`src/pwm_timer_pkg.sv`:
```
// Shared constants and types for the 10-bit fast PWM timer with fault protection.
// Assumes an 8-bit register port with 6-bit addresses and one 40 MHz system clock.
package pwm_timer_pkg;
   localparam int unsigned CNT_W = 10;
   localparam int unsigned ADDR_W = 6;
   localparam int unsigned SIX_OUT = 6;
   // Register addresses on the 8-bit register port
   localparam logic [5:0] ADDR_HIGH_TEMP = 6'h25;
   localparam logic [5:0] ADDR_FAULT_WAVE = 6'h26;
   localparam logic [5:0] ADDR_COUNTER = 6'h2E;
   localparam logic [5:0] ADDR_OVERRIDE = 6'h20;
   localparam logic [5:0] ADDR_CMP_A = 6'h2D;
   localparam logic [5:0] ADDR_CMP_B = 6'h2C;
   localparam logic [5:0] ADDR_CMP_TOP = 6'h2B;
   // Bit positions in fault_and_wave_control
   localparam int unsigned FW_IRQ_EN = 7;
   localparam int unsigned FW_MODE_EN = 6;
   localparam int unsigned FW_FILTER = 5;
   localparam int unsigned FW_EDGE = 4;
   localparam int unsigned FW_CMP = 3;
   localparam int unsigned FW_FLAG = 2;
   localparam int unsigned FW_WGM_HI = 1;
   localparam int unsigned FW_WGM_LO = 0;
   // Reset values and limits
   localparam logic [7:0] REG_RESET = 8'h00;
   localparam logic [1:0] TEMP_RESET = 2'h0;
   localparam logic [5:0] OVR_RESET = 6'h00;
   localparam logic [9:0] CNT_BOTTOM = 10'h000;
   localparam logic [9:0] CNT_ONE = 10'h001;
   localparam logic [9:0] CMP_RESET = 10'h000;
   localparam logic [9:0] TOP_RESET = 10'h0FF;
   localparam logic [9:0] TOP_MIN = 10'h003;
   // Timing: samples for the noise filter, counter write delay in half CPU cycles
   localparam int unsigned FILTER_LEN = 4;
   localparam int unsigned CNT_WR_HALF_CYCLES = 3;
   localparam int unsigned CNT_WR_DELAY = (CNT_WR_HALF_CYCLES + 1) / 2;
   typedef enum logic [1:0] {MODE_FAST, MODE_PHASE_FREQ, MODE_SIX_SINGLE, MODE_SIX_DUAL} wave_mode_t;
   typedef enum logic {DIR_UP, DIR_DOWN} count_dir_t;
   typedef struct packed {
      logic [5:0] addr;
      logic [7:0] wdata;
      logic wr;
      logic rd;
   } io_req_t;
endpackage : pwm_timer_pkg

```
`src/fast_pwm_timer.sv`:
```
// Top of the 10-bit fast PWM timer: register port, counter, compares, outputs, fault logic.
// Assumes the timer tick comes from an outside prescaler as a one-cycle enable,
// and that the CPU interrupt and flag-register logic sit outside this block.
`timescale 1ns/10ps
module fast_pwm_timer
   import pwm_timer_pkg::*;
(
   input wire logic sys_clk,
   input wire logic rst,
   input wire io_req_t io_req,
   output logic [7:0] io_rdata,
   input wire logic tmr_tick,
   input wire logic channel_pwm_enable,
   input wire logic global_irq_enable,
   input wire logic fault_vector_taken,
   input wire logic fault_input_pin,
   input wire logic comparator_out,
   input wire logic wave_d,
   input wire logic [1:0] compare_flag_clear,
   input wire logic overflow_flag_clear,
   input wire logic [SIX_OUT-1:0] port_value,
   output logic [SIX_OUT-1:0] pwm_pin,
   output logic [1:0] compare_flag,
   output logic overflow_flag,
   output logic fault_flag,
   output logic fault_irq
);
   logic [7:0] ctrl_q;
   logic [SIX_OUT-1:0] override_q;
   logic [1:0] temp_q;
   logic [7:0] rdata_q;
   logic [7:0] rdata_d;
   logic [CNT_W-1:0] cnt_q;
   logic [CNT_W-1:0] cnt_d;
   count_dir_t dir_q;
   count_dir_t dir_d;
   logic [CNT_WR_DELAY-1:0] cnt_wr_pend_q;
   logic [CNT_W-1:0] cnt_wr_val_q;
   logic [CNT_W-1:0] top_buf_q;
   logic [CNT_W-1:0] top_act_q;
   logic step;
   logic ovf_evt;
   logic update_evt;
   logic ovf_clr_q;
   logic ovf_q;
   logic fault_src;
   logic fault_evt;
   logic fault_clr_q;
   logic fault_flag_q;
   logic [SIX_OUT-1:0] wave_q;
   logic [SIX_OUT-1:0] pin_q;
   logic [1:0] cmp_wr;
   logic [CNT_W-1:0] cmp_buf [2];
   logic [CNT_W-1:0] cmp_act [2];
   wave_mode_t wave_mode;
   logic pwm_on;
   logic dual_slope;
   logic six_out;
   logic outputs_blocked;
   logic [CNT_W-1:0] wr_word;

   // A write strobe aimed at one register address
   function automatic logic wr_hit(input io_req_t req, input logic [5:0] addr);
      wr_hit = req.wr && (req.addr == addr);
   endfunction : wr_hit

   // A read strobe aimed at one register address
   function automatic logic rd_hit(input io_req_t req, input logic [5:0] addr);
      rd_hit = req.rd && (req.addr == addr);
   endfunction : rd_hit

   // Clamp a TOP value to the smallest legal one
   function automatic logic [CNT_W-1:0] clamp_top(input logic [CNT_W-1:0] val);
      clamp_top = (val < TOP_MIN) ? TOP_MIN : val;
   endfunction : clamp_top

   // Mode decode; without PWM the mode bits are ignored
   assign wave_mode = wave_mode_t'({ctrl_q[FW_WGM_HI], ctrl_q[FW_WGM_LO]});
   assign pwm_on = channel_pwm_enable;
   assign dual_slope = pwm_on && ((wave_mode == MODE_PHASE_FREQ) || (wave_mode == MODE_SIX_DUAL));
   assign six_out = pwm_on && ((wave_mode == MODE_SIX_SINGLE) || (wave_mode == MODE_SIX_DUAL));
   assign wr_word = {temp_q, io_req.wdata};

   // Control register; the flag bit is not stored here, writing one asks for a clear
   always_ff @(posedge sys_clk or posedge rst) begin
      if (rst) begin
         ctrl_q <= REG_RESET;
      end else if (wr_hit(io_req, ADDR_FAULT_WAVE)) begin
         ctrl_q <= io_req.wdata & ~(8'h01 << FW_FLAG);
      end
   end

   // Override enables, six bits only
   always_ff @(posedge sys_clk or posedge rst) begin
      if (rst) begin
         override_q <= OVR_RESET;
      end else if (wr_hit(io_req, ADDR_OVERRIDE)) begin
         override_q <= io_req.wdata[SIX_OUT-1:0];
      end
   end

   // Shared high-byte temp: written by software, or loaded when a low byte is read
   always_ff @(posedge sys_clk or posedge rst) begin
      if (rst) begin
         temp_q <= TEMP_RESET;
      end else if (wr_hit(io_req, ADDR_HIGH_TEMP)) begin
         temp_q <= io_req.wdata[1:0];
      end else if (rd_hit(io_req, ADDR_COUNTER)) begin
         temp_q <= cnt_q[CNT_W-1:8];
      end else if (rd_hit(io_req, ADDR_CMP_A)) begin
         temp_q <= cmp_buf[0][CNT_W-1:8];
      end else if (rd_hit(io_req, ADDR_CMP_B)) begin
         temp_q <= cmp_buf[1][CNT_W-1:8];
      end else if (rd_hit(io_req, ADDR_CMP_TOP)) begin
         temp_q <= top_buf_q[CNT_W-1:8];
      end
   end

   // Read mux; unmapped addresses and reserved bits read as zero
   always_comb begin
      rdata_d = 8'h00;
      unique case (io_req.addr)
         ADDR_HIGH_TEMP: rdata_d = {6'h00, temp_q};
         ADDR_FAULT_WAVE: rdata_d = {ctrl_q[7:3], fault_flag_q, ctrl_q[1:0]};
         ADDR_OVERRIDE: rdata_d = {2'h0, override_q};
         ADDR_COUNTER: rdata_d = cnt_q[7:0];
         ADDR_CMP_A: rdata_d = cmp_buf[0][7:0];
         ADDR_CMP_B: rdata_d = cmp_buf[1][7:0];
         ADDR_CMP_TOP: rdata_d = top_buf_q[7:0];
         default: rdata_d = 8'h00;
      endcase
   end

   // Read data is registered and holds until the next read
   always_ff @(posedge sys_clk or posedge rst) begin
      if (rst) begin
         rdata_q <= 8'h00;
      end else if (io_req.rd) begin
         rdata_q <= rdata_d;
      end
   end
   assign io_rdata = rdata_q;

   // Counter writes pass a short pipe, mimicking the CPU-to-timer sync delay
   always_ff @(posedge sys_clk or posedge rst) begin
      if (rst) begin
         cnt_wr_pend_q <= '0;
         cnt_wr_val_q <= CNT_BOTTOM;
      end else begin
         cnt_wr_pend_q <= {cnt_wr_pend_q[CNT_WR_DELAY-2:0], wr_hit(io_req, ADDR_COUNTER)};
         if (wr_hit(io_req, ADDR_COUNTER)) begin
            cnt_wr_val_q <= wr_word;
         end
      end
   end

   // Next counter value; a pending write beats the tick
   always_comb begin
      cnt_d = cnt_q;
      dir_d = dir_q;
      step = 1'b0;
      ovf_evt = 1'b0;
      update_evt = 1'b0;
      if (cnt_wr_pend_q[CNT_WR_DELAY-1]) begin
         cnt_d = cnt_wr_val_q;
         dir_d = DIR_UP;
      end else if (tmr_tick) begin
         step = 1'b1;
         if (!dual_slope) begin
            if (cnt_q == top_act_q) begin
               cnt_d = CNT_BOTTOM;
               ovf_evt = 1'b1;
               update_evt = 1'b1;
            end else begin
               cnt_d = cnt_q + CNT_ONE;
            end
         end else begin
            unique case (dir_q)
               DIR_UP: begin
                  if (cnt_q >= top_act_q) begin
                     dir_d = DIR_DOWN;
                     cnt_d = cnt_q - CNT_ONE;
                  end else begin
                     cnt_d = cnt_q + CNT_ONE;
                  end
               end
               DIR_DOWN: begin
                  if (cnt_q == CNT_BOTTOM) begin
                     dir_d = DIR_UP;
                     cnt_d = CNT_ONE;
                  end else begin
                     cnt_d = cnt_q - CNT_ONE;
                     if (cnt_q == CNT_ONE) begin
                        dir_d = DIR_UP;
                        ovf_evt = 1'b1;
                        update_evt = 1'b1;
                     end
                  end
               end
            endcase
         end
      end
   end

   // Counter state
   always_ff @(posedge sys_clk or posedge rst) begin
      if (rst) begin
         cnt_q <= CNT_BOTTOM;
         dir_q <= DIR_UP;
      end else begin
         cnt_q <= cnt_d;
         dir_q <= dir_d;
      end
   end

   // TOP register: clamped on write, active copy updated at once or at the update point
   always_ff @(posedge sys_clk or posedge rst) begin
      if (rst) begin
         top_buf_q <= TOP_RESET;
         top_act_q <= TOP_RESET;
      end else begin
         if (wr_hit(io_req, ADDR_CMP_TOP)) begin
            top_buf_q <= clamp_top(wr_word);
         end
         if (!pwm_on || update_evt) begin
            top_act_q <= top_buf_q;
         end
      end
   end

   // Overflow flag; the set wins over a clear in the same cycle
   always_ff @(posedge sys_clk or posedge rst) begin
      if (rst) begin
         ovf_clr_q <= 1'b0;
         ovf_q <= 1'b0;
      end else begin
         ovf_clr_q <= overflow_flag_clear;
         if (ovf_evt) begin
            ovf_q <= 1'b1;
         end else if (ovf_clr_q) begin
            ovf_q <= 1'b0;
         end
      end
   end

   // Compare channels A and B
   assign cmp_wr[0] = wr_hit(io_req, ADDR_CMP_A);
   assign cmp_wr[1] = wr_hit(io_req, ADDR_CMP_B);
   generate
      for (genvar ch = 0; ch < 2; ch++) begin : g_cmp
         compare_channel u_cmp (
            .sys_clk(sys_clk),
            .rst(rst),
            .wr_en(cmp_wr[ch]),
            .wr_val(wr_word),
            .immediate(!pwm_on),
            .load(update_evt),
            .step(step),
            .cnt_next(cnt_d),
            .flag_clear(compare_flag_clear[ch]),
            .buf_val(cmp_buf[ch]),
            .act_val(cmp_act[ch]),
            .flag(compare_flag[ch])
         );
      end
   endgenerate

   // Fault source: the comparator output when selected, else the pin level sampled whatever its port direction
   assign fault_src = ctrl_q[FW_CMP] ? comparator_out : fault_input_pin;

   fault_front_end u_fault (
      .sys_clk(sys_clk),
      .rst(rst),
      .sample_in(fault_src),
      .filter_en(ctrl_q[FW_FILTER]),
      .rise_sel(ctrl_q[FW_EDGE]),
      .edge_evt(fault_evt)
   );

   // Fault flag: set by a qualified event, cleared by the vector or a delayed write-one
   always_ff @(posedge sys_clk or posedge rst) begin
      if (rst) begin
         fault_clr_q <= 1'b0;
         fault_flag_q <= 1'b0;
      end else begin
         fault_clr_q <= wr_hit(io_req, ADDR_FAULT_WAVE) && io_req.wdata[FW_FLAG];
         if (fault_evt && ctrl_q[FW_MODE_EN]) begin
            fault_flag_q <= 1'b1;
         end else if (fault_clr_q || fault_vector_taken) begin
            fault_flag_q <= 1'b0;
         end
      end
   end
   assign fault_irq = global_irq_enable && ctrl_q[FW_IRQ_EN] && fault_flag_q;

   // An active fault pulls the PWM drive off the pins while the flag is set and fault mode stays enabled
   assign outputs_blocked = ctrl_q[FW_MODE_EN] && fault_flag_q;

   // Waveforms: A and B high while the counter is below the compare value, in both slopes; odd bits are the complements
   always_ff @(posedge sys_clk or posedge rst) begin
      if (rst) begin
         wave_q <= '0;
      end else begin
         wave_q <= {~wave_d, wave_d, ~(cnt_q < cmp_act[1]), cnt_q < cmp_act[1],
                    ~(cnt_q < cmp_act[0]), cnt_q < cmp_act[0]};
      end
   end

   // Pin selection per output; a cleared override shows the port value one clock later, through the pin register
   generate
      for (genvar p = 0; p < SIX_OUT; p++) begin : g_pin
         always_ff @(posedge sys_clk or posedge rst) begin
            if (rst) begin
               pin_q[p] <= 1'b0;
            end else begin
               pin_q[p] <= (six_out && override_q[p] && !outputs_blocked) ? wave_q[p] : port_value[p];
            end
         end
      end
   endgenerate

   assign pwm_pin = pin_q;
   assign overflow_flag = ovf_q;
   assign fault_flag = fault_flag_q;
endmodule : fast_pwm_timer

```
`src/fault_front_end.sv`:
```
// Fault input front end: optional four-sample noise filter and edge selection.
// Assumes the sampled source is already synchronous to sys_clk.
`timescale 1ns/10ps
module fault_front_end
   import pwm_timer_pkg::*;
(
   input wire logic sys_clk,
   input wire logic rst,
   input wire logic sample_in,
   input wire logic filter_en,
   input wire logic rise_sel,
   output logic edge_evt
);
   logic [FILTER_LEN-1:0] hist_q;
   logic filt_q;
   logic filt_prev_q;

   // Sample history, newest in bit 0
   always_ff @(posedge sys_clk or posedge rst) begin
      if (rst) begin
         hist_q <= '0;
      end else begin
         hist_q <= {hist_q[FILTER_LEN-2:0], sample_in};
      end
   end

   // Filtered level moves only on a full run of equal samples, so a glitch is dropped
   always_ff @(posedge sys_clk or posedge rst) begin
      if (rst) begin
         filt_q <= 1'b0;
      end else if (!filter_en) begin
         filt_q <= sample_in;
      end else if (&hist_q) begin
         filt_q <= 1'b1;
      end else if (~|hist_q) begin
         filt_q <= 1'b0;
      end
   end

   // Edge detect on the filtered level
   always_ff @(posedge sys_clk or posedge rst) begin
      if (rst) begin
         filt_prev_q <= 1'b0;
      end else begin
         filt_prev_q <= filt_q;
      end
   end
   assign edge_evt = rise_sel ? (filt_q & ~filt_prev_q) : (~filt_q & filt_prev_q);
endmodule : fault_front_end

```
`src/compare_channel.sv`:
```
// One buffered compare channel: software buffer, active value, match and flag.
// Assumes the owner tells it when the counter steps and when buffers may load.
`timescale 1ns/10ps
module compare_channel
   import pwm_timer_pkg::*;
(
   input wire logic sys_clk,
   input wire logic rst,
   input wire logic wr_en,
   input wire logic [CNT_W-1:0] wr_val,
   input wire logic immediate,
   input wire logic load,
   input wire logic step,
   input wire logic [CNT_W-1:0] cnt_next,
   input wire logic flag_clear,
   output logic [CNT_W-1:0] buf_val,
   output logic [CNT_W-1:0] act_val,
   output logic flag
);
   logic [CNT_W-1:0] buf_q;
   logic [CNT_W-1:0] act_q;
   logic match_q;
   logic clr_q;
   logic flag_q;

   // Software buffer
   always_ff @(posedge sys_clk or posedge rst) begin
      if (rst) begin
         buf_q <= CMP_RESET;
      end else if (wr_en) begin
         buf_q <= wr_val;
      end
   end

   // Active value follows the buffer at once, or only at the update point
   always_ff @(posedge sys_clk or posedge rst) begin
      if (rst) begin
         act_q <= CMP_RESET;
      end else if (immediate || load) begin
         act_q <= buf_q;
      end
   end

   // Match only when the counter steps onto the value, never on a write
   always_ff @(posedge sys_clk or posedge rst) begin
      if (rst) begin
         match_q <= 1'b0;
      end else begin
         match_q <= step && (cnt_next == act_q);
      end
   end

   // Flag set one sync cycle after the match; a set beats a clear
   always_ff @(posedge sys_clk or posedge rst) begin
      if (rst) begin
         clr_q <= 1'b0;
         flag_q <= 1'b0;
      end else begin
         clr_q <= flag_clear;
         if (match_q) begin
            flag_q <= 1'b1;
         end else if (clr_q) begin
            flag_q <= 1'b0;
         end
      end
   end

   assign buf_val = buf_q;
   assign act_val = act_q;
   assign flag = flag_q;
endmodule : compare_channel

```
`config.mk`:
```
export PLATFORM = sky130hd
export DESIGN_NAME = fast_pwm_timer
export DESIGN_NICKNAME = d
export VERILOG_FILES = /design/src/pwm_timer_pkg.sv /design/src/fast_pwm_timer.sv /design/src/fault_front_end.sv /design/src/compare_channel.sv
export SDC_FILE = /design/constraint.sdc
export NUM_CORES = 1
export LEC_CHECK = 0
export BUFFER_PORTS_ARGS = -buffer_cell sky130_fd_sc_hd__buf_4
export CORE_UTILIZATION = 40
export DETAILED_ROUTE_END_ITERATION = 7
export SYNTH_ARGS = -nofsm -noshare
export SYNTH_HDL_FRONTEND = slang
export SYNTH_HIERARCHICAL = 1
export SYNTH_SLANG_ARGS = --single-unit
```
`constraint.sdc`:
```
create_clock -name sys_clk -period 9.8 [get_ports sys_clk]
set_clock_uncertainty 0.2 [all_clocks]
set_input_delay 0.98 -clock sys_clk [delete_from_list [all_inputs] [get_ports sys_clk]]
set_output_delay 0.98 -clock sys_clk [all_outputs]
set_load 0.005 [all_outputs]
```
==> impl_metrics.toml, run 1 <==
[timing]
timing.fmax_ghz = 0.270
min_period_ps = 3710
fin_crit_sh_pct = 37.8
setup_viol = 0
setup_ws_ps = 6090
tns_ps = 0
hold_viol_final = 0
tightest_slew_ps = 1050
hold_slack_ps = 153
max_slew_margin_pct = 30.2
grt_setup_unrepaired = "no"
slew_violations = 0

[critical_path]
critPathRequiredTime_ps = 9940
r2r_slack_ps = 6090
worstPathMaxFanout = 11
cp.arrival_ps = 3850
worstRegToRegCells = 11
crit_type = "reg2reg"
end_kind = "flop"
r2r_start = "cnt_q[0]"
rr_endpoint = "g_cmp[1].u_cmp/match_q"
critPathLaunchType = "flop"

[routing]
dr.first_iter.drc_count = 411
wire_per_inst_um = 21.0
first_pass_iters = 5
vias = 5240
viasPerCell = 5.60
drc = 0
antenna_left = 0
finalWirelength_um = 19600

[logic_synthesis]
syn_avg_cell_area_um2 = 11.0
synth_area_mm2 = 0.00714
yosys_register_bits = 134
synthArstFlopShare_pct = 100
syn_nets = 715
yosysWarnings = 6
ys.flop_type = "dfrtp_1"
syn_inst = 649
ys_types = 63
synth_edf_count = 0
ys_seq_area_share_pct = 47.2

[die]
start_util_pct = 41.2
rows = 48
die_w_um = 136
num_io_pins = 53
die_area_mm2 = 0.0184
core_area_mm2 = 0.0174
die_h_um = 136

[run_status]
status = "finished, final reports clean"

[global_route]
grt_pass1_wl_um = 30800
grt-ovfl-total = 0
grt_usage_pct = 22.9
antenna_found_initial = 0
grt_start_max_net_pins = 79
grt_pass1_vias = 5315

[placed_design]
gp_congestion = 0.927
port_buffers = 52
pre_cts_ws_ps = 6100
dp_hpwl_um = 14500

[worst_hold_path]
min_path_type = "reg2reg"
min_to = "cnt_wr_pend_q[1]"
hp-start = "cnt_wr_pend_q[0]"
worstHoldPathCells = 0

[cts]
postCtsHoldBufs = 0
cts_resized = 0
cts_setup_buffers = 0
cts_tree = "built"
clockBufferDepth = 2
insertion_delay_ps = 430
cts-buffers-inserted = 17
cts_sinks = 134
htreeDepth = 4
clkTransAtPathRegs_ps = 60
cts-root-buf = "clkbuf_16"

[power]
p_per_area_mw_per_mm2 = 238
peakVddDrop_uv = 144
total_leakage_power_nw = 3.68

[layout]
fin_nets = 763
num_antenna_cells = 0
area_delta_synth_final_pct = 16.5
drive_gt1_share_pct = 29.6

[run]
drv_cap = 0
## metal layers
metal,GRT usage (%),share of wire (%)
met3,5.20,5.0
met4,11.1,4.2
met2,34.1,44
met1,31.2,47
met5,0,0
## power breakdown
| part | internal (mW) | switching [mW] | total (mW) |
|---|---|---|---|
| registers | 0.646 | 0.137 | 0.783 |
| logic | 0.255 | 0.303 | 0.558 |
| clock network | 0.359 | 0.278 | 0.637 |
## cell usage after synthesis (all sizes together), types with 10 or more instances
master | count | area (µm²)
a21oi | 28 | 144
clkbuf | 18 | 67.6
dfrtp | 118 | 2950
dfstp | 16 | 420
ha | 32 | 400
inv | 52 | 195
mux2 | 91 | 1020
mux2i | 10 | 100
nand2 | 34 | 128
nand2b | 13 | 88.8
nand3 | 13 | 65.1
nor2 | 43 | 176
nor3 | 11 | 60.1
o21ai | 13 | 65.1
xnor2 | 28 | 245
## stage by stage
step,utilization (%),power [mW],std cells,cell area (µm²)
2_1_floorplan,-,1.16,649,7140
3_3_place_gp,44.6,1.34,903,7730
3_5_place_dp,44.6,1.35,903,7730
4_1_cts,47.9,1.99,935,8320
5_1_grt,47.9,2.09,935,8320
6_report,47.9,1.98,935,8320
## logic make-up after synthesis
logic type                 count (synthesis)  share of synthesized area (%)
adders and majority gates                 32                           5.60
muxes                                    101                           15.7
and+or+nand+nor                          152                           11.2
buffers and inverters                     79                           4.33
xor gates and xnor gates                  35                           4.29
AOI/OAI and AO/OA                        116                           11.7
DFF                                      134                           47.2
## cell type report
| cell class | instances | area, µm² |
|---|---|---|
| Fill cell | 1583 | 9040 |
| Clock buffer | 17 | 425 |
| Tap cell | 225 | 282 |
| Multi-Input combinational cell | 436 | 3460 |
| Sequential cell | 134 | 3370 |
| Inverter | 52 | 196 |
| Timing Repair Buffer | 56 | 420 |
| Clock inverter | 15 | 161 |
## worst max-delay path by stage
stage / start / cells after the start / to / slack (ps)
2_1_floorplan: cnt_q[0] / 12 / g_cmp[0].u_cmp/match_q / 6380
3_3_place_gp: cnt_q[0] / 11 / g_cmp[0].u_cmp/match_q / 6200
3_5_place_dp: cnt_q[0] / 11 / g_cmp[0].u_cmp/match_q / 6100
4_1_cts: cnt_q[0] / 11 / g_cmp[0].u_cmp/match_q / 6090
5_1_grt: cnt_q[0] / 11 / g_cmp[0].u_cmp/match_q / 5810
6_report: cnt_q[0] / 11 / g_cmp[1].u_cmp/match_q / 6090
## flip-flops by register name (all words and copies together), names as in the netlist, 2 cells and up
| name | count |
|---|---|
| g_cmp.u_cmp/clr_q | 2 |
| override_q | 6 |
| temp_q | 2 |
| io_rdata | 8 |
| ctrl_q | 7 |
| g_cmp.u_cmp/match_q | 2 |
| wave_q | 6 |
| u_fault/hist_q | 4 |
| top_buf_q | 10 |
| g_cmp.u_cmp/act_val | 20 |
| cnt_wr_pend_q | 2 |
| top_act_q | 10 |
| pwm_pin | 6 |
| g_cmp.u_cmp/buf_val | 20 |
| g_cmp.u_cmp/flag | 2 |
| cnt_q | 10 |
| cnt_wr_val_q | 10 |
## cells in the final DEF, fill, tap and decap left out, drive strengths merged, types with 3 or more instances in the layout
master / instances
a2111oi: 3
mux2: 91
o22ai: 9
a221oi: 9
nand3: 13
a221o: 6
a21boi: 3
dfstp: 16
xnor2: 28
a31oi: 7
a21oi: 28
nor3b: 3
mux2i: 10
and2: 3
dfrtp: 118
o21a: 4
clkinvlp: 5
nor3: 11
buf: 56
a21o: 6
xor2: 7
nand2: 34
o31ai: 4
clkinv: 3
nand4: 7
nor4: 6
ha: 32
nand2b: 13
inv: 58
nor2: 43
nor2b: 6
a211o: 6
clkbuf: 17
o21ai: 13
and3: 4
## worst max-delay path, cell delays in order, from the launching register on
cell,delay [ps]
dfrtp_1,530
inv_1,150
ha_1,360
nand2b_4,150
a21o_1,200
a2111o_1,500
nor2_1,420
a21oi_1,120
o32ai_1,520
xnor2_1,180
nand3_1,90
nor3_1,190
Power figures use the tool's default switching activity.
==> run 2, diff against run 1 <==
==> constraint.sdc (replaced) <==
create_clock -name sys_clk -period 3.2 [get_ports sys_clk]
set_clock_uncertainty 0.2 [all_clocks]
set_input_delay 0.32 -clock sys_clk [delete_from_list [all_inputs] [get_ports sys_clk]]
set_output_delay 0.32 -clock sys_clk [all_outputs]
set_load 0.005 [all_outputs]
==> run 2 against run 1 <==
Against the previous run: global-route usage increased by 0.20 points; final area rose by 5.7%; maximum frequency grew 18%; critical path depth down 1; wire length increased by 2.7%; via count increased by 4.3%; register-to-register slack lost 6000 ps; cell count up 5.0%; clock power rose to 3.0 times the previous value; first-iteration DRC count is 12% lower; clock-buffer cell count unchanged.
==> impl_metrics.toml, run 2 (synthesis gave the netlist of run 1 again) <==
[run_status]
status = "finished, final reports clean"

[layout]
drive_gt1_share_pct = 33.2
finalNonFillerCells = 982
layout_commonest_cell = "dfrtp_1"
num_antenna_cells = 0
fin_nets = 810
area_delta_synth_final_pct = 23.1
final_util_pct = 50.7
final.fill_count = 1556
layout_common_cells = "dfrtp_1 (118), mux2_2 (91), buf_4 (86)"
final_area_mm2 = 0.00880

[timing]
grt_setup_unrepaired = "yes"
tns_ps = 0
setup_viol = 0
slew_violations = 0
min_period_ps = 3150
fin_crit_sh_pct = 98.5
setup_ws_ps = 48.6
max_slew_margin_pct = 33.9
tightest_slew_ps = 990
timing.fmax_ghz = 0.317
hold_viol_final = 0
hold_slack_ps = 27.3

[routing]
wire_per_inst_um = 20.5
vias = 5463
finalWirelength_um = 20100
antenna_left = 0
drc = 0
first_pass_iters = 5
viasPerCell = 5.56
dr.first_iter.drc_count = 360

[critical_path]
worstPathMaxFanout = 3
critPathLaunchType = "flop"
cp.arrival_ps = 3290
worstRegToRegCells = 10
end_kind = "flop"
cpMaxStageDelayCell = "dfstp_2"
path_cells = "ha_4 -> nand2b_4 -> a21o_1 -> a2111o_1 -> or4_1 -> o31a_1 -> a31oi_4 -> xnor2_1 -> nand4_1 -> nor3_2"
r2r_start = "top_act_q[0]"
critPathTopFamily = "compound AO/OA/AOI/OAI gates"
rr_endpoint = "g_cmp[1].u_cmp/match_q"
cpPeakStageDelay_ps = 550
path_buf_inv = 0
r2r_slack_ps = 50
critPathRequiredTime_ps = 3330
crit_type = "reg2reg"

[placed_design]
port_buffers = 52
pre_cts_ws_ps = -74.4
placed_cell_area_mm2 = 0.00799
gp_congestion = 0.906
dp_cells = 934
dp_hpwl_um = 14800

[worst_hold_path]
worstHoldPathCells = 2
min_path_type = "in2reg"
min_to = "top_buf_q[1]"
hp-start = "io_req[3]"

[cts]
cts_sinks = 134
htreeDepth = 4
insertion_delay_ps = 420
clkTransAtPathRegs_ps = 60
cts_setup_buffers = 0
cts_tree = "built"
cts-root-buf = "clkbuf_16"
cts-buffers-inserted = 17
clockBufferDepth = 2

[die]
die_w_um = 136
start_util_pct = 41.2
die_h_um = 136
die_area_mm2 = 0.0184
num_io_pins = 53
core_area_mm2 = 0.0174
rows = 48

[global_route]
grt_pass1_vias = 5343
grt_usage_pct = 23.1
grt-ovfl-total = 0
grt_pass1_wl_um = 31100
antenna_found_initial = 0
grt_start_max_net_pins = 51

[power]
power_mw = 6.36
p_per_area_mw_per_mm2 = 723
total_leakage_power_nw = 3.93
peakVddDrop_uv = 416

[run]
drv_cap = 0
## run 2: metal layers
metal  vias to the layer above  global-route usage [%]  routed length (µm)
met1                      2724                    32.4                9420
met3                        29                    4.83                1120
met4                         0                    8.93                 493
met2                       199                    34.7                9100
met5                         -                       0                   0
li1                       2511                       -                   -
## run 2: worst max-delay path by stage
stage	start	to	depth (start not counted)
finish	top_act_q[0]	g_cmp[1].u_cmp/match_q	10
global placement	top_act_q[7]	g_cmp[0].u_cmp/match_q	11
CTS	top_act_q[0]	g_cmp[1].u_cmp/match_q	10
detailed placement	top_act_q[7]	g_cmp[0].u_cmp/match_q	11
floorplan	cnt_q[0]	g_cmp[0].u_cmp/match_q	12
global route	top_act_q[7]	g_cmp[0].u_cmp/match_q	13
## run 2: cell type report
| cell class | instances | area, µm² | area share (%) |
|---|---|---|---|
| inverter | 52 | 196 | 2.23 |
| sequential | 134 | 3370 | 38.3 |
| tap | 225 | 282 | 3.20 |
| timing repair buffer | 103 | 826 | 9.39 |
| clock inverter | 15 | 155 | 1.76 |
| multi-input combinational | 436 | 3540 | 40.2 |
| clock buffer | 17 | 425 | 4.84 |
## run 2: timing repair
action,CTS,global route
hold buffers,16,0
hold endpoints to repair,93,0
resized for setup,4,8
pin swaps,3,7
setup endpoints to repair,2,2
## run 2: worst reg2reg max path, delay by kind of cell, from the launching register on
family / cells / cell delay, ps
xor+xnor: 1 / 150
flops: 1 / 550
compound gates: 4 / 1000
fa+ha+maj: 1 / 200
simple gates: 4 / 980
## run 2: power by group
group	switching [mW]	total (mW)	leakage (nW)	internal (mW)
logic	1.22	2.24	1.95	1.02
clock network	0.866	1.90	0.286	1.04
registers	0.241	2.22	1.69	1.98
